File: src/logic/rtc_alarm_regs.svh
// Purpose: register offsets, field positions, reset values and counts of the alarm and power gate
// Assumes: byte addresses on a 32-bit AXI4-Lite slave, one register per aligned word
// Notes: definitions only
`ifndef RTC_ALARM_REGS_SVH
`define RTC_ALARM_REGS_SVH

`define RTC_ADDR_W 8
`define RTC_OFF_CTL_LOW 8'h00
`define RTC_OFF_ALM_HIGH 8'h04
`define RTC_OFF_STAT_LOW 8'h08
`define RTC_OFF_SEC_UNITS 8'h0C
`define RTC_OFF_STABLE_LEN 8'h10
`define RTC_OFF_SAMPLE_LEN 8'h14
`define RTC_OFF_IRQ_STAT 8'h18
`define RTC_OFF_IRQ_MASK 8'h1C

// calendar_control_low fields
`define RTC_CAL_EN_BIT 15
`define RTC_PWC_EN_BIT 10
`define RTC_PWC_POL_BIT 9
`define RTC_PIN_OE_BIT 7
`define RTC_PIN_OUTPUT_SELECT_MSB 2
`define RTC_PIN_OUTPUT_SELECT_PWC 3'h3

// alarm_control_high fields
`define RTC_ALM_EN_BIT 15
`define RTC_CHIME_BIT 14
`define RTC_ALARM_INTERVAL_SELECT_MSB 11
`define RTC_ALARM_INTERVAL_SELECT_LSB 8
`define RTC_RPT_MSB 7
`define RTC_ALM_HIGH_MASK 16'hCFFF
`define RTC_ALARM_INTERVAL_SELECT_YEAR 4'h9
`define RTC_RPT_ALL_ONES 8'hFF

// calendar_status_low fields
`define RTC_ALM_FLAG_BIT 5
`define RTC_HALF_SEC_BIT 0

// interrupt status and mask bits
`define RTC_IRQ_W 2
`define RTC_IRQ_ALARM 0
`define RTC_IRQ_PWC_DONE 1

`define RTC_CNT_W 16
`define RTC_STABLE_DEF 16'h0010
`define RTC_SAMPLE_DEF 16'h0008
`define RTC_RESP_OKAY 2'h0
`define RTC_RESP_SLVERR 2'h2

`endif

File: src/logic/rtc_alarm_pkg.sv
// Purpose: types shared by the alarm and power gate
// Assumes: constants come from rtc_alarm_regs.svh
// Notes: the whole block state is one packed struct
`include "rtc_alarm_regs.svh"
package rtc_alarm_pkg;

  typedef enum logic [2:0] {
    PWC_IDLE = 3'h1,
    PWC_STABLE = 3'h2,
    PWC_SAMPLE = 3'h4
  } pwc_e;

  typedef struct packed {
    pwc_e power_ctl_signal;
    logic [15:0] ctlLow;
    logic [15:0] almHigh;
    logic almFlag;
    logic half_second_phase;
    logic [3:0] secUnits;
    logic [`RTC_CNT_W-1:0] stableLen;
    logic [`RTC_CNT_W-1:0] sampleLen;
    logic [`RTC_CNT_W-1:0] winCnt;
    logic [`RTC_IRQ_W-1:0] irqStat;
    logic [`RTC_IRQ_W-1:0] irqMask;
    logic irq;
    logic pinOut;
    logic pinOe;
    logic sampleGate;
    logic pwrCtl;
    logic awHave;
    logic wHave;
    logic [`RTC_ADDR_W-1:0] awAddr;
    logic [31:0] wData;
    logic [3:0] wStrb;
    logic awready;
    logic wready;
    logic bvalid;
    logic [1:0] bresp;
    logic arready;
    logic rvalid;
    logic [1:0] rresp;
    logic [31:0] rdata;
  } state_s;

endpackage

File: src/logic/rtc_alarm_power_gate.sv
// Purpose: alarm interval, repeat counter, alarm flag, half-second phase and power-control sequencer
// Assumes: sys_clk is also the timekeeping clock; calendar compare pulses arrive from outside
// Notes: registers on AXI4-Lite; one level interrupt
`timescale 1ns/1ps
`default_nettype none
`include "rtc_alarm_regs.svh"

module rtc_alarm_power_gate
  import rtc_alarm_pkg::*;
#(
  parameter int CNT_W = `RTC_CNT_W,
  parameter logic [`RTC_CNT_W-1:0] STABLE_DEF = `RTC_STABLE_DEF,
  parameter logic [`RTC_CNT_W-1:0] SAMPLE_DEF = `RTC_SAMPLE_DEF
) (
  // clock and reset
  input wire logic sys_clk,
  input wire logic rst_b,
  // calendar side
  input wire logic halfSecTick,
  input wire logic [9:0] almMatch,
  input wire logic alarmDateFeb29,
  input wire logic leapYear,
  // AXI4-Lite slave
  input wire logic [`RTC_ADDR_W-1:0] s_axi_awaddr,
  input wire logic s_axi_awvalid,
  output logic s_axi_awready,
  input wire logic [31:0] s_axi_wdata,
  input wire logic [3:0] s_axi_wstrb,
  input wire logic s_axi_wvalid,
  output logic s_axi_wready,
  output logic [1:0] s_axi_bresp,
  output logic s_axi_bvalid,
  input wire logic s_axi_bready,
  input wire logic [`RTC_ADDR_W-1:0] s_axi_araddr,
  input wire logic s_axi_arvalid,
  output logic s_axi_arready,
  output logic [31:0] s_axi_rdata,
  output logic [1:0] s_axi_rresp,
  output logic s_axi_rvalid,
  input wire logic s_axi_rready,
  // pin, gate and interrupt
  output logic calPinOut,
  output logic calPinOe,
  output logic sampleGate,
  output logic powerCtlActive,
  output logic irq
);

  generate
    if (CNT_W != `RTC_CNT_W) begin : g_bad_width
      $error("CNT_W must equal the packed state counter width");
    end
  endgenerate

  state_s st_r;
  state_s st_nxt;

  function automatic logic [15:0] merge16(input logic [15:0] old, input logic [31:0] d,
                                          input logic [3:0] strb);
    logic [15:0] res;
    res = old;
    if (strb[0]) res[7:0] = d[7:0];
    if (strb[1]) res[15:8] = d[15:8];
    return res;
  endfunction

  logic calEn;
  logic almEn;
  logic chime;
  logic [3:0] alarm_interval_select;
  logic [7:0] rpt;
  logic intervalHit;
  logic almEvent;
  logic wrFire;
  logic pwcDone;
  logic [`RTC_IRQ_W-1:0] irqSet;
  logic [`RTC_IRQ_W-1:0] irqClr;
  logic ctlLevel;
  logic pinSel;

  always_comb begin
    calEn = st_r.ctlLow[`RTC_CAL_EN_BIT];
    almEn = st_r.almHigh[`RTC_ALM_EN_BIT];
    chime = st_r.almHigh[`RTC_CHIME_BIT];
    alarm_interval_select = st_r.almHigh[`RTC_ALARM_INTERVAL_SELECT_MSB:`RTC_ALARM_INTERVAL_SELECT_LSB];
    rpt = st_r.almHigh[`RTC_RPT_MSB:0];
    intervalHit = 1'b0;
    // reserved codes above 1001 never fire
    if (alarm_interval_select < `RTC_ALARM_INTERVAL_SELECT_YEAR) begin
      intervalHit = almMatch[alarm_interval_select];
    end else if (alarm_interval_select == `RTC_ALARM_INTERVAL_SELECT_YEAR) begin
      intervalHit = almMatch[alarm_interval_select] && (!alarmDateFeb29 || leapYear);
    end
    almEvent = calEn && almEn && intervalHit;
    wrFire = st_r.awHave && st_r.wHave && !st_r.bvalid;
    pwcDone = (st_r.power_ctl_signal == PWC_SAMPLE) && (st_r.winCnt <= `RTC_CNT_W'(1));
    irqSet = '0;
    irqSet[`RTC_IRQ_ALARM] = almEvent;
    irqSet[`RTC_IRQ_PWC_DONE] = pwcDone;
    irqClr = '0;
    if (wrFire && `RTC_ADDR_W'(st_r.awAddr[`RTC_ADDR_W-1:2]) == `RTC_OFF_IRQ_STAT >> 2
      && st_r.wStrb[0]) begin
      irqClr = st_r.wData[`RTC_IRQ_W-1:0];
    end

    st_nxt = st_r;

    // AXI write channel: address and data taken in either order
    if (s_axi_awvalid && st_r.awready) begin
      st_nxt.awHave = 1'b1;
      st_nxt.awAddr = s_axi_awaddr;
    end
    if (s_axi_wvalid && st_r.wready) begin
      st_nxt.wHave = 1'b1;
      st_nxt.wData = s_axi_wdata;
      st_nxt.wStrb = s_axi_wstrb;
    end
    if (st_r.bvalid && s_axi_bready) begin
      st_nxt.bvalid = 1'b0;
      st_nxt.awHave = 1'b0;
      st_nxt.wHave = 1'b0;
    end
    if (wrFire) begin
      st_nxt.bvalid = 1'b1;
      st_nxt.bresp = `RTC_RESP_OKAY;
      case (`RTC_ADDR_W'(st_r.awAddr[`RTC_ADDR_W-1:2]))
        `RTC_OFF_CTL_LOW >> 2: st_nxt.ctlLow = merge16(st_r.ctlLow, st_r.wData, st_r.wStrb);
        `RTC_OFF_ALM_HIGH >> 2: begin
          st_nxt.almHigh = merge16(st_r.almHigh, st_r.wData, st_r.wStrb) & `RTC_ALM_HIGH_MASK;
        end
        `RTC_OFF_STAT_LOW >> 2: begin
          // hardware set wins over the software clear
          if (st_r.wStrb[0] && st_r.wData[`RTC_ALM_FLAG_BIT] && !almEvent) begin
            st_nxt.almFlag = 1'b0;
          end
        end
        `RTC_OFF_SEC_UNITS >> 2: begin
          if (st_r.wStrb[0]) begin
            st_nxt.secUnits = st_r.wData[3:0];
          end
        end
        `RTC_OFF_STABLE_LEN >> 2: st_nxt.stableLen = merge16(st_r.stableLen, st_r.wData, st_r.wStrb);
        `RTC_OFF_SAMPLE_LEN >> 2: st_nxt.sampleLen = merge16(st_r.sampleLen, st_r.wData, st_r.wStrb);
        `RTC_OFF_IRQ_STAT >> 2: ;
        `RTC_OFF_IRQ_MASK >> 2: begin
          if (st_r.wStrb[0]) begin
            st_nxt.irqMask = st_r.wData[`RTC_IRQ_W-1:0];
          end
        end
        default: st_nxt.bresp = `RTC_RESP_SLVERR;
      endcase
    end
    st_nxt.awready = !st_nxt.awHave && !st_nxt.bvalid;
    st_nxt.wready = !st_nxt.wHave && !st_nxt.bvalid;

    // AXI read channel
    if (st_r.rvalid && s_axi_rready) begin
      st_nxt.rvalid = 1'b0;
    end
    if (s_axi_arvalid && st_r.arready) begin
      st_nxt.rvalid = 1'b1;
      st_nxt.rresp = `RTC_RESP_OKAY;
      st_nxt.rdata = '0;
      case (`RTC_ADDR_W'(s_axi_araddr[`RTC_ADDR_W-1:2]))
        `RTC_OFF_CTL_LOW >> 2: st_nxt.rdata[15:0] = st_r.ctlLow;
        `RTC_OFF_ALM_HIGH >> 2: st_nxt.rdata[15:0] = st_r.almHigh;
        `RTC_OFF_STAT_LOW >> 2: begin
          st_nxt.rdata[`RTC_ALM_FLAG_BIT] = st_r.almFlag;
          st_nxt.rdata[`RTC_HALF_SEC_BIT] = st_r.half_second_phase;
        end
        `RTC_OFF_SEC_UNITS >> 2: st_nxt.rdata[3:0] = st_r.secUnits;
        `RTC_OFF_STABLE_LEN >> 2: st_nxt.rdata[15:0] = st_r.stableLen;
        `RTC_OFF_SAMPLE_LEN >> 2: st_nxt.rdata[15:0] = st_r.sampleLen;
        `RTC_OFF_IRQ_STAT >> 2: st_nxt.rdata[`RTC_IRQ_W-1:0] = st_r.irqStat;
        `RTC_OFF_IRQ_MASK >> 2: st_nxt.rdata[`RTC_IRQ_W-1:0] = st_r.irqMask;
        default: st_nxt.rresp = `RTC_RESP_SLVERR;
      endcase
    end
    st_nxt.arready = !st_nxt.rvalid;

    // half-second phase: the seconds-units write beats the tick
    if (halfSecTick) begin
      st_nxt.half_second_phase = !st_r.half_second_phase;
    end
    if (wrFire && `RTC_ADDR_W'(st_r.awAddr[`RTC_ADDR_W-1:2]) == `RTC_OFF_SEC_UNITS >> 2
      && st_r.wStrb[0]) begin
      st_nxt.half_second_phase = 1'b0;
    end

    // alarm event; this overrides a same-cycle software write of the counter, except at a zero count with chime clear
    if (almEvent) begin
      st_nxt.almFlag = 1'b1;
      if (rpt != 8'h00) begin
        st_nxt.almHigh[`RTC_RPT_MSB:0] = rpt - 8'h01;
      end else if (chime) begin
        st_nxt.almHigh[`RTC_RPT_MSB:0] = `RTC_RPT_ALL_ONES;
      end else begin
        st_nxt.almHigh[`RTC_ALM_EN_BIT] = 1'b0;
      end
    end

    st_nxt.irqStat = (st_r.irqStat & ~irqClr) | irqSet;
    st_nxt.irq = |(st_nxt.irqStat & st_nxt.irqMask);

    // power-control sequencer, started by the alarm, no software in the loop
    case (st_r.power_ctl_signal)
      PWC_IDLE: begin
        if (almEvent && st_r.ctlLow[`RTC_PWC_EN_BIT]) begin
          st_nxt.power_ctl_signal = PWC_STABLE;
          st_nxt.winCnt = st_r.stableLen;
        end
      end
      PWC_STABLE: begin
        // a length of zero acts as one, so the count never wraps into a long wait
        st_nxt.winCnt = st_r.winCnt - `RTC_CNT_W'(1);
        if (st_r.winCnt <= `RTC_CNT_W'(1)) begin
          st_nxt.power_ctl_signal = PWC_SAMPLE;
          st_nxt.winCnt = st_r.sampleLen;
        end
      end
      PWC_SAMPLE: begin
        st_nxt.winCnt = st_r.winCnt - `RTC_CNT_W'(1);
        if (pwcDone) begin
          st_nxt.power_ctl_signal = PWC_IDLE;
          st_nxt.winCnt = '0;
        end
      end
      default: begin
        st_nxt.power_ctl_signal = PWC_IDLE;
        st_nxt.winCnt = '0;
      end
    endcase
    // a disable or calendar stop aborts the cycle and powers the device down
    if (!st_r.ctlLow[`RTC_PWC_EN_BIT] || !calEn) begin
      st_nxt.power_ctl_signal = PWC_IDLE;
      st_nxt.winCnt = '0;
    end

    ctlLevel = (st_nxt.power_ctl_signal != PWC_IDLE);
    st_nxt.pwrCtl = ctlLevel;
    st_nxt.sampleGate = (st_nxt.power_ctl_signal == PWC_SAMPLE);
    pinSel = st_nxt.ctlLow[`RTC_PIN_OE_BIT]
      && st_nxt.ctlLow[`RTC_PIN_OUTPUT_SELECT_MSB:0] == `RTC_PIN_OUTPUT_SELECT_PWC;
    st_nxt.pinOe = pinSel;
    st_nxt.pinOut = ctlLevel ^ !st_nxt.ctlLow[`RTC_PWC_POL_BIT];
  end

  always_ff @(posedge sys_clk) begin
    if (!rst_b) begin
      st_r <= '0;
      st_r.power_ctl_signal <= PWC_IDLE;
      st_r.stableLen <= STABLE_DEF;
      st_r.sampleLen <= SAMPLE_DEF;
      st_r.pinOut <= 1'b1;
    end else begin
      st_r <= st_nxt;
    end
  end

  assign s_axi_awready = st_r.awready;
  assign s_axi_wready = st_r.wready;
  assign s_axi_bvalid = st_r.bvalid;
  assign s_axi_bresp = st_r.bresp;
  assign s_axi_arready = st_r.arready;
  assign s_axi_rvalid = st_r.rvalid;
  assign s_axi_rresp = st_r.rresp;
  assign s_axi_rdata = st_r.rdata;
  assign calPinOut = st_r.pinOut;
  assign calPinOe = st_r.pinOe;
  assign sampleGate = st_r.sampleGate;
  assign powerCtlActive = st_r.pwrCtl;
  assign irq = st_r.irq;
endmodule
`default_nettype wire

File: config.mk
export PLATFORM = sky130hd
export DESIGN_NAME = rtc_alarm_power_gate
export DESIGN_NICKNAME = d
export VERILOG_FILES = /design/src/logic/rtc_alarm_pkg.sv /design/src/logic/rtc_alarm_power_gate.sv
export VERILOG_INCLUDE_DIRS = /design/src /design/src/logic
export SDC_FILE = /design/constraint.sdc
export NUM_CORES = 1
export LEC_CHECK = 0
export ABC_AREA = 1
export BUFFER_PORTS_ARGS = -buffer_cell sky130_fd_sc_hd__buf_4
export CAP_MARGIN = 5
export CORE_MARGIN = 2
export CORE_UTILIZATION = 60
export CTS_CLUSTER_SIZE = 10
export DETAILED_ROUTE_END_ITERATION = 16
export GPL_TIMING_DRIVEN = 0
export PLACE_DENSITY = 0.92
export SLEW_MARGIN = 5
export SYNTH_ARGS = -nofsm -noshare
export SYNTH_HDL_FRONTEND = slang
export SYNTH_SLANG_ARGS = --single-unit
export TNS_END_PERCENT = 20
File: constraint.sdc
create_clock -name sys_clk -period 3.14 [get_ports sys_clk]
set_clock_uncertainty 0.1 [all_clocks]
set_input_delay 0.314 -clock sys_clk [delete_from_list [all_inputs] [get_ports sys_clk]]
set_output_delay 0.314 -clock sys_clk [all_outputs]
set_load 0.1 [all_outputs]
==> metrics.md <==
| Metric | Value |
|---|---|
| TNS Setup | `0 ns` |
| PortBufs | `76` |
| Startpoint class of the critical path | `flop` |
| Post-Syn Instances | `1037` |
| Mapped Avg Cell Area | `7.23 µm²` |
| Post-synth EDFFs | `0` |
| Area of the mapped netlist | `7500 µm²` |
| Core area | `12100 µm²` |
| Synth area leader | `dfxtp_1` |
| Routed length per placed instance | `15.8 µm` |
| DR vias/cell | `5.58` |
| Sw Pwr | `1.16 mW` |
| Initial drt markers | `727` |
| Outcome | `complete, no violations` |
| Most common flop cell mapped by yosys | `dfxtp_1` |
| FFs w/ async S/R, synth | `0%` |
| Total CTS buffers | `17` |
| DP HPWL | `15600 µm` |
| Number of nets with antenna violations after routing | `0` |
| Final wirelength | `21100 µm` |
| Multi-input logic area | `3730 µm²` |
| # setup viols final | `0` |
| Critical path arrival | `2.28 ns` |
| Top cell type's share of synthesized area | `38.7%` |
| Fin nets | `1226` |
| Routability cong. | `0.984` |
| Required @ worst endpoint | `3.40 ns` |
| Leakage | `3.90 nW` |
| Layout cells sized above 1 | `21.3%` |
| Syn-to-layout area delta | `19.3%` |
| DRC errors left | `0` |
| Seq pwr share | `43.3%` |
| Worst-path clk slew | `0.06 ns` |
| Comb power frac | `10.4%` |
| Distinct cells, synth | `49` |
| # rows | `40` |
| Area contributors post-synth | `dfxtp_1 (39%), nand2_1 (10%), a21oi_1 (5.9%)` |
| Critical path fanouts, max | `10` |
| VDD IR max | `0.000531 V` |
| PwrDens | `491 nW/µm²` |
| #FFs+latches synth | `145` |
| CTS H-tree depth | `4` |
| CTS tree | `yes` |
| Post-synthesis sequential area ratio | `38.7%` |
| Internal cell power | `3.23 mW` |
| Clock latency on the worst-skew pair | `0.43 ns` |
| Clk pwr share | `46.3%` |
| First-pass GRT wire length | `34000 µm` |
| Cts repair resizes | `0` |
| Fmax | `495 MHz` |
| Drt pass-1 iters | `6` |
| Die ar. | `13400 µm²` |
| Gr usage total | `32.7%` |
| Worst Max-Slew Pin Slew | `0.841 ns` |
| Vias | `7418` |
| Area occupied by registers | `2900 µm²` |
| Initial antenna violation count | `0` |
| Die width | `116 µm` |
| Final hold vios | `0` |
| Critical path endpoint category | `flop` |
| Max Slew Vio Count | `0` |
| Tmin final | `2.02 ns` |
| Layout Cells excl Fill | `1330` |
| Placed cells | `1298` |
| CTS Buffer Depth | `2` |
| Clock Tree Root | `clkbuf_16` |
| Max cap viols | `0` |
| HP Class | `input pin to flop` |
| Die height | `116 µm` |
| Largest net degree at the start of global routing | `17` |
| Setup Crit Path Kind | `flop to flop` |
| Grt ovf | `0` |
| # diodes | `0` |
| Fillcell total | `947` |
| Initial Utilization | `61.9%` |
| RSZ-0062 raised after global routing | `false` |
| Ys Warns | `0` |
| Fin crit share | `64.3%` |
| Top-Level Pins | `118` |
| CTS sink count | `145` |
| Switching part of the total | `26.5%` |
| Vias in the first global route | `7009` |
| Rel. slew slack | `44.0%` |
what timing repair did:
item | CTS | global route
setup buffers | 0 | 0
hold endpoints to repair | 1 | 0
setup endpoints to repair | 0 | 0
hold buffers | 1 | 0
state kept, by name, summed over array words and instances, names as in the netlist, 4 cells and up:
| signal | cells |
|---|---|
| alarm_interval_select | 4 |
| s_axi_rdata | 16 |
| st_r | 102 |
| rpt | 8 |
critical path: stages, from the launching register on:
cell     delay, ns
dfxtp_1       0.36
inv_1         0.09
ha_1          0.29
o21ai_2       0.27
nor2_8        0.09
nand2_4       0.09
nand2_2       0.09
nand2_4       0.12
buf_6         0.15
nand2_1       0.07
nand2_1       0.05
nand2_1       0.05
a21oi_1       0.12
final cells by class:
cell class | count | area share (%)
inverters | 106 | 4.45
clock inverters | 10 | 1.38
repair buffers | 77 | 6.49
multi-input cells | 724 | 41.6
well taps | 168 | 2.35
flip-flops and latches | 145 | 32.4
clock buffers | 21 | 5.26
plain buffers | 79 | 6.01
cells in the mapped netlist, types with 2 or more instances:
master	count
nor2_2	14
buf_1	2
nand2_2	19
o22ai_1	3
a211oi_1	12
a211oi_2	7
xor2_1	10
o21ai_1	9
nor2_4	12
buf_6	4
dfxtp_1	145
inv_1	95
o211ai_1	5
nand3_1	39
inv_2	10
nand4_1	21
a21oi_2	9
a22oi_1	20
buf_2	7
a41oi_1	2
nand2_4	4
nor3_1	11
clkbuf_1	17
o21ai_0	76
ha_1	4
a21oi_1	89
xnor2_1	4
nand2_1	206
buf_4	47
nor2_1	115
logic make-up after synthesis:
kind of cell             count (synthesis)  synth area share, %
flip-flops                             145                 38.7
AO/OA/AOI/OAI                          238                 18.8
adder cells (fa/ha/maj)                  4                0.667
buffers and inverters                  185                 12.5
other                                    1               0.0500
XOR/XNOR                                14                 1.63
AND/OR/NAND/NOR                        450                 27.7
cell usage in the layout, fill, tap and decap left out, types with 9 or more instances in the layout:
master	n
conb_1	18
clkbuf_16	17
inv_2	10
nor2_1	115
nand2_2	19
o21ai_1	9
nand3_1	39
nor2_2	14
nand4_1	21
buf_4	123
a22oi_1	20
o21ai_0	76
dfxtp_1	145
nor3_1	11
a211oi_1	12
inv_1	95
a21oi_2	9
xor2_1	10
clkbuf_1	18
nor2_4	12
a21oi_1	89
nand2_1	206
final timing paths:
path | from | endpoint | slack, ns | depth (start not counted)
max | st_r[96]$_SDFFE_PP0P_ | st_r[99]$_SDFFE_PP0P_ | 1.12 | 12
max reg2reg | st_r[96]$_SDFFE_PP0P_ | st_r[99]$_SDFFE_PP0P_ | 1.12 | 12
min reg2reg | st_r[147]$_SDFFE_PN0P_ | st_r[147]$_SDFFE_PN0P_ | 0.36 | 2
min | s_axi_wstrb[0] | st_r[41]$_SDFFE_PN0P_ | 0.05 | 3
layer usage:
layer	wire, µm	global-route usage, %
met1	8080	39.8
met2	10100	53.8
met3	2250	9.68
met4	688	14.3
met5	0	0
through the flow:
step	hold slack (ns)	power [mW]	worst slack, ns	area [µm²]	util, %
after floorplan	0.313	2.26	1.09	7570	-
after global placement	0.338	2.38	1.03	8350	68.9
after detailed placement	0.346	2.39	0.988	8350	68.9
after CTS	0.0441	4.38	1.13	8950	73.9
after global routing	0.0516	4.51	0.965	8950	73.9
final	0.0470	4.40	1.12	8950	73.9
power by group through the flow:
| stage | sequential (mW) | combinational, mW | clock, mW |
|---|---|---|---|
| 4_1_cts | 1.90 | 0.450 | 2.03 |
| 2_1_floorplan | 1.97 | 0.289 | 0 |
| 3_3_place_gp | 1.94 | 0.438 | 0 |
| 3_5_place_dp | 1.94 | 0.446 | 0 |
| 6_report | 1.90 | 0.457 | 2.03 |
| 5_1_grt | 1.91 | 0.487 | 2.11 |
No activity file was read; power rests on OpenSTA's default activity.
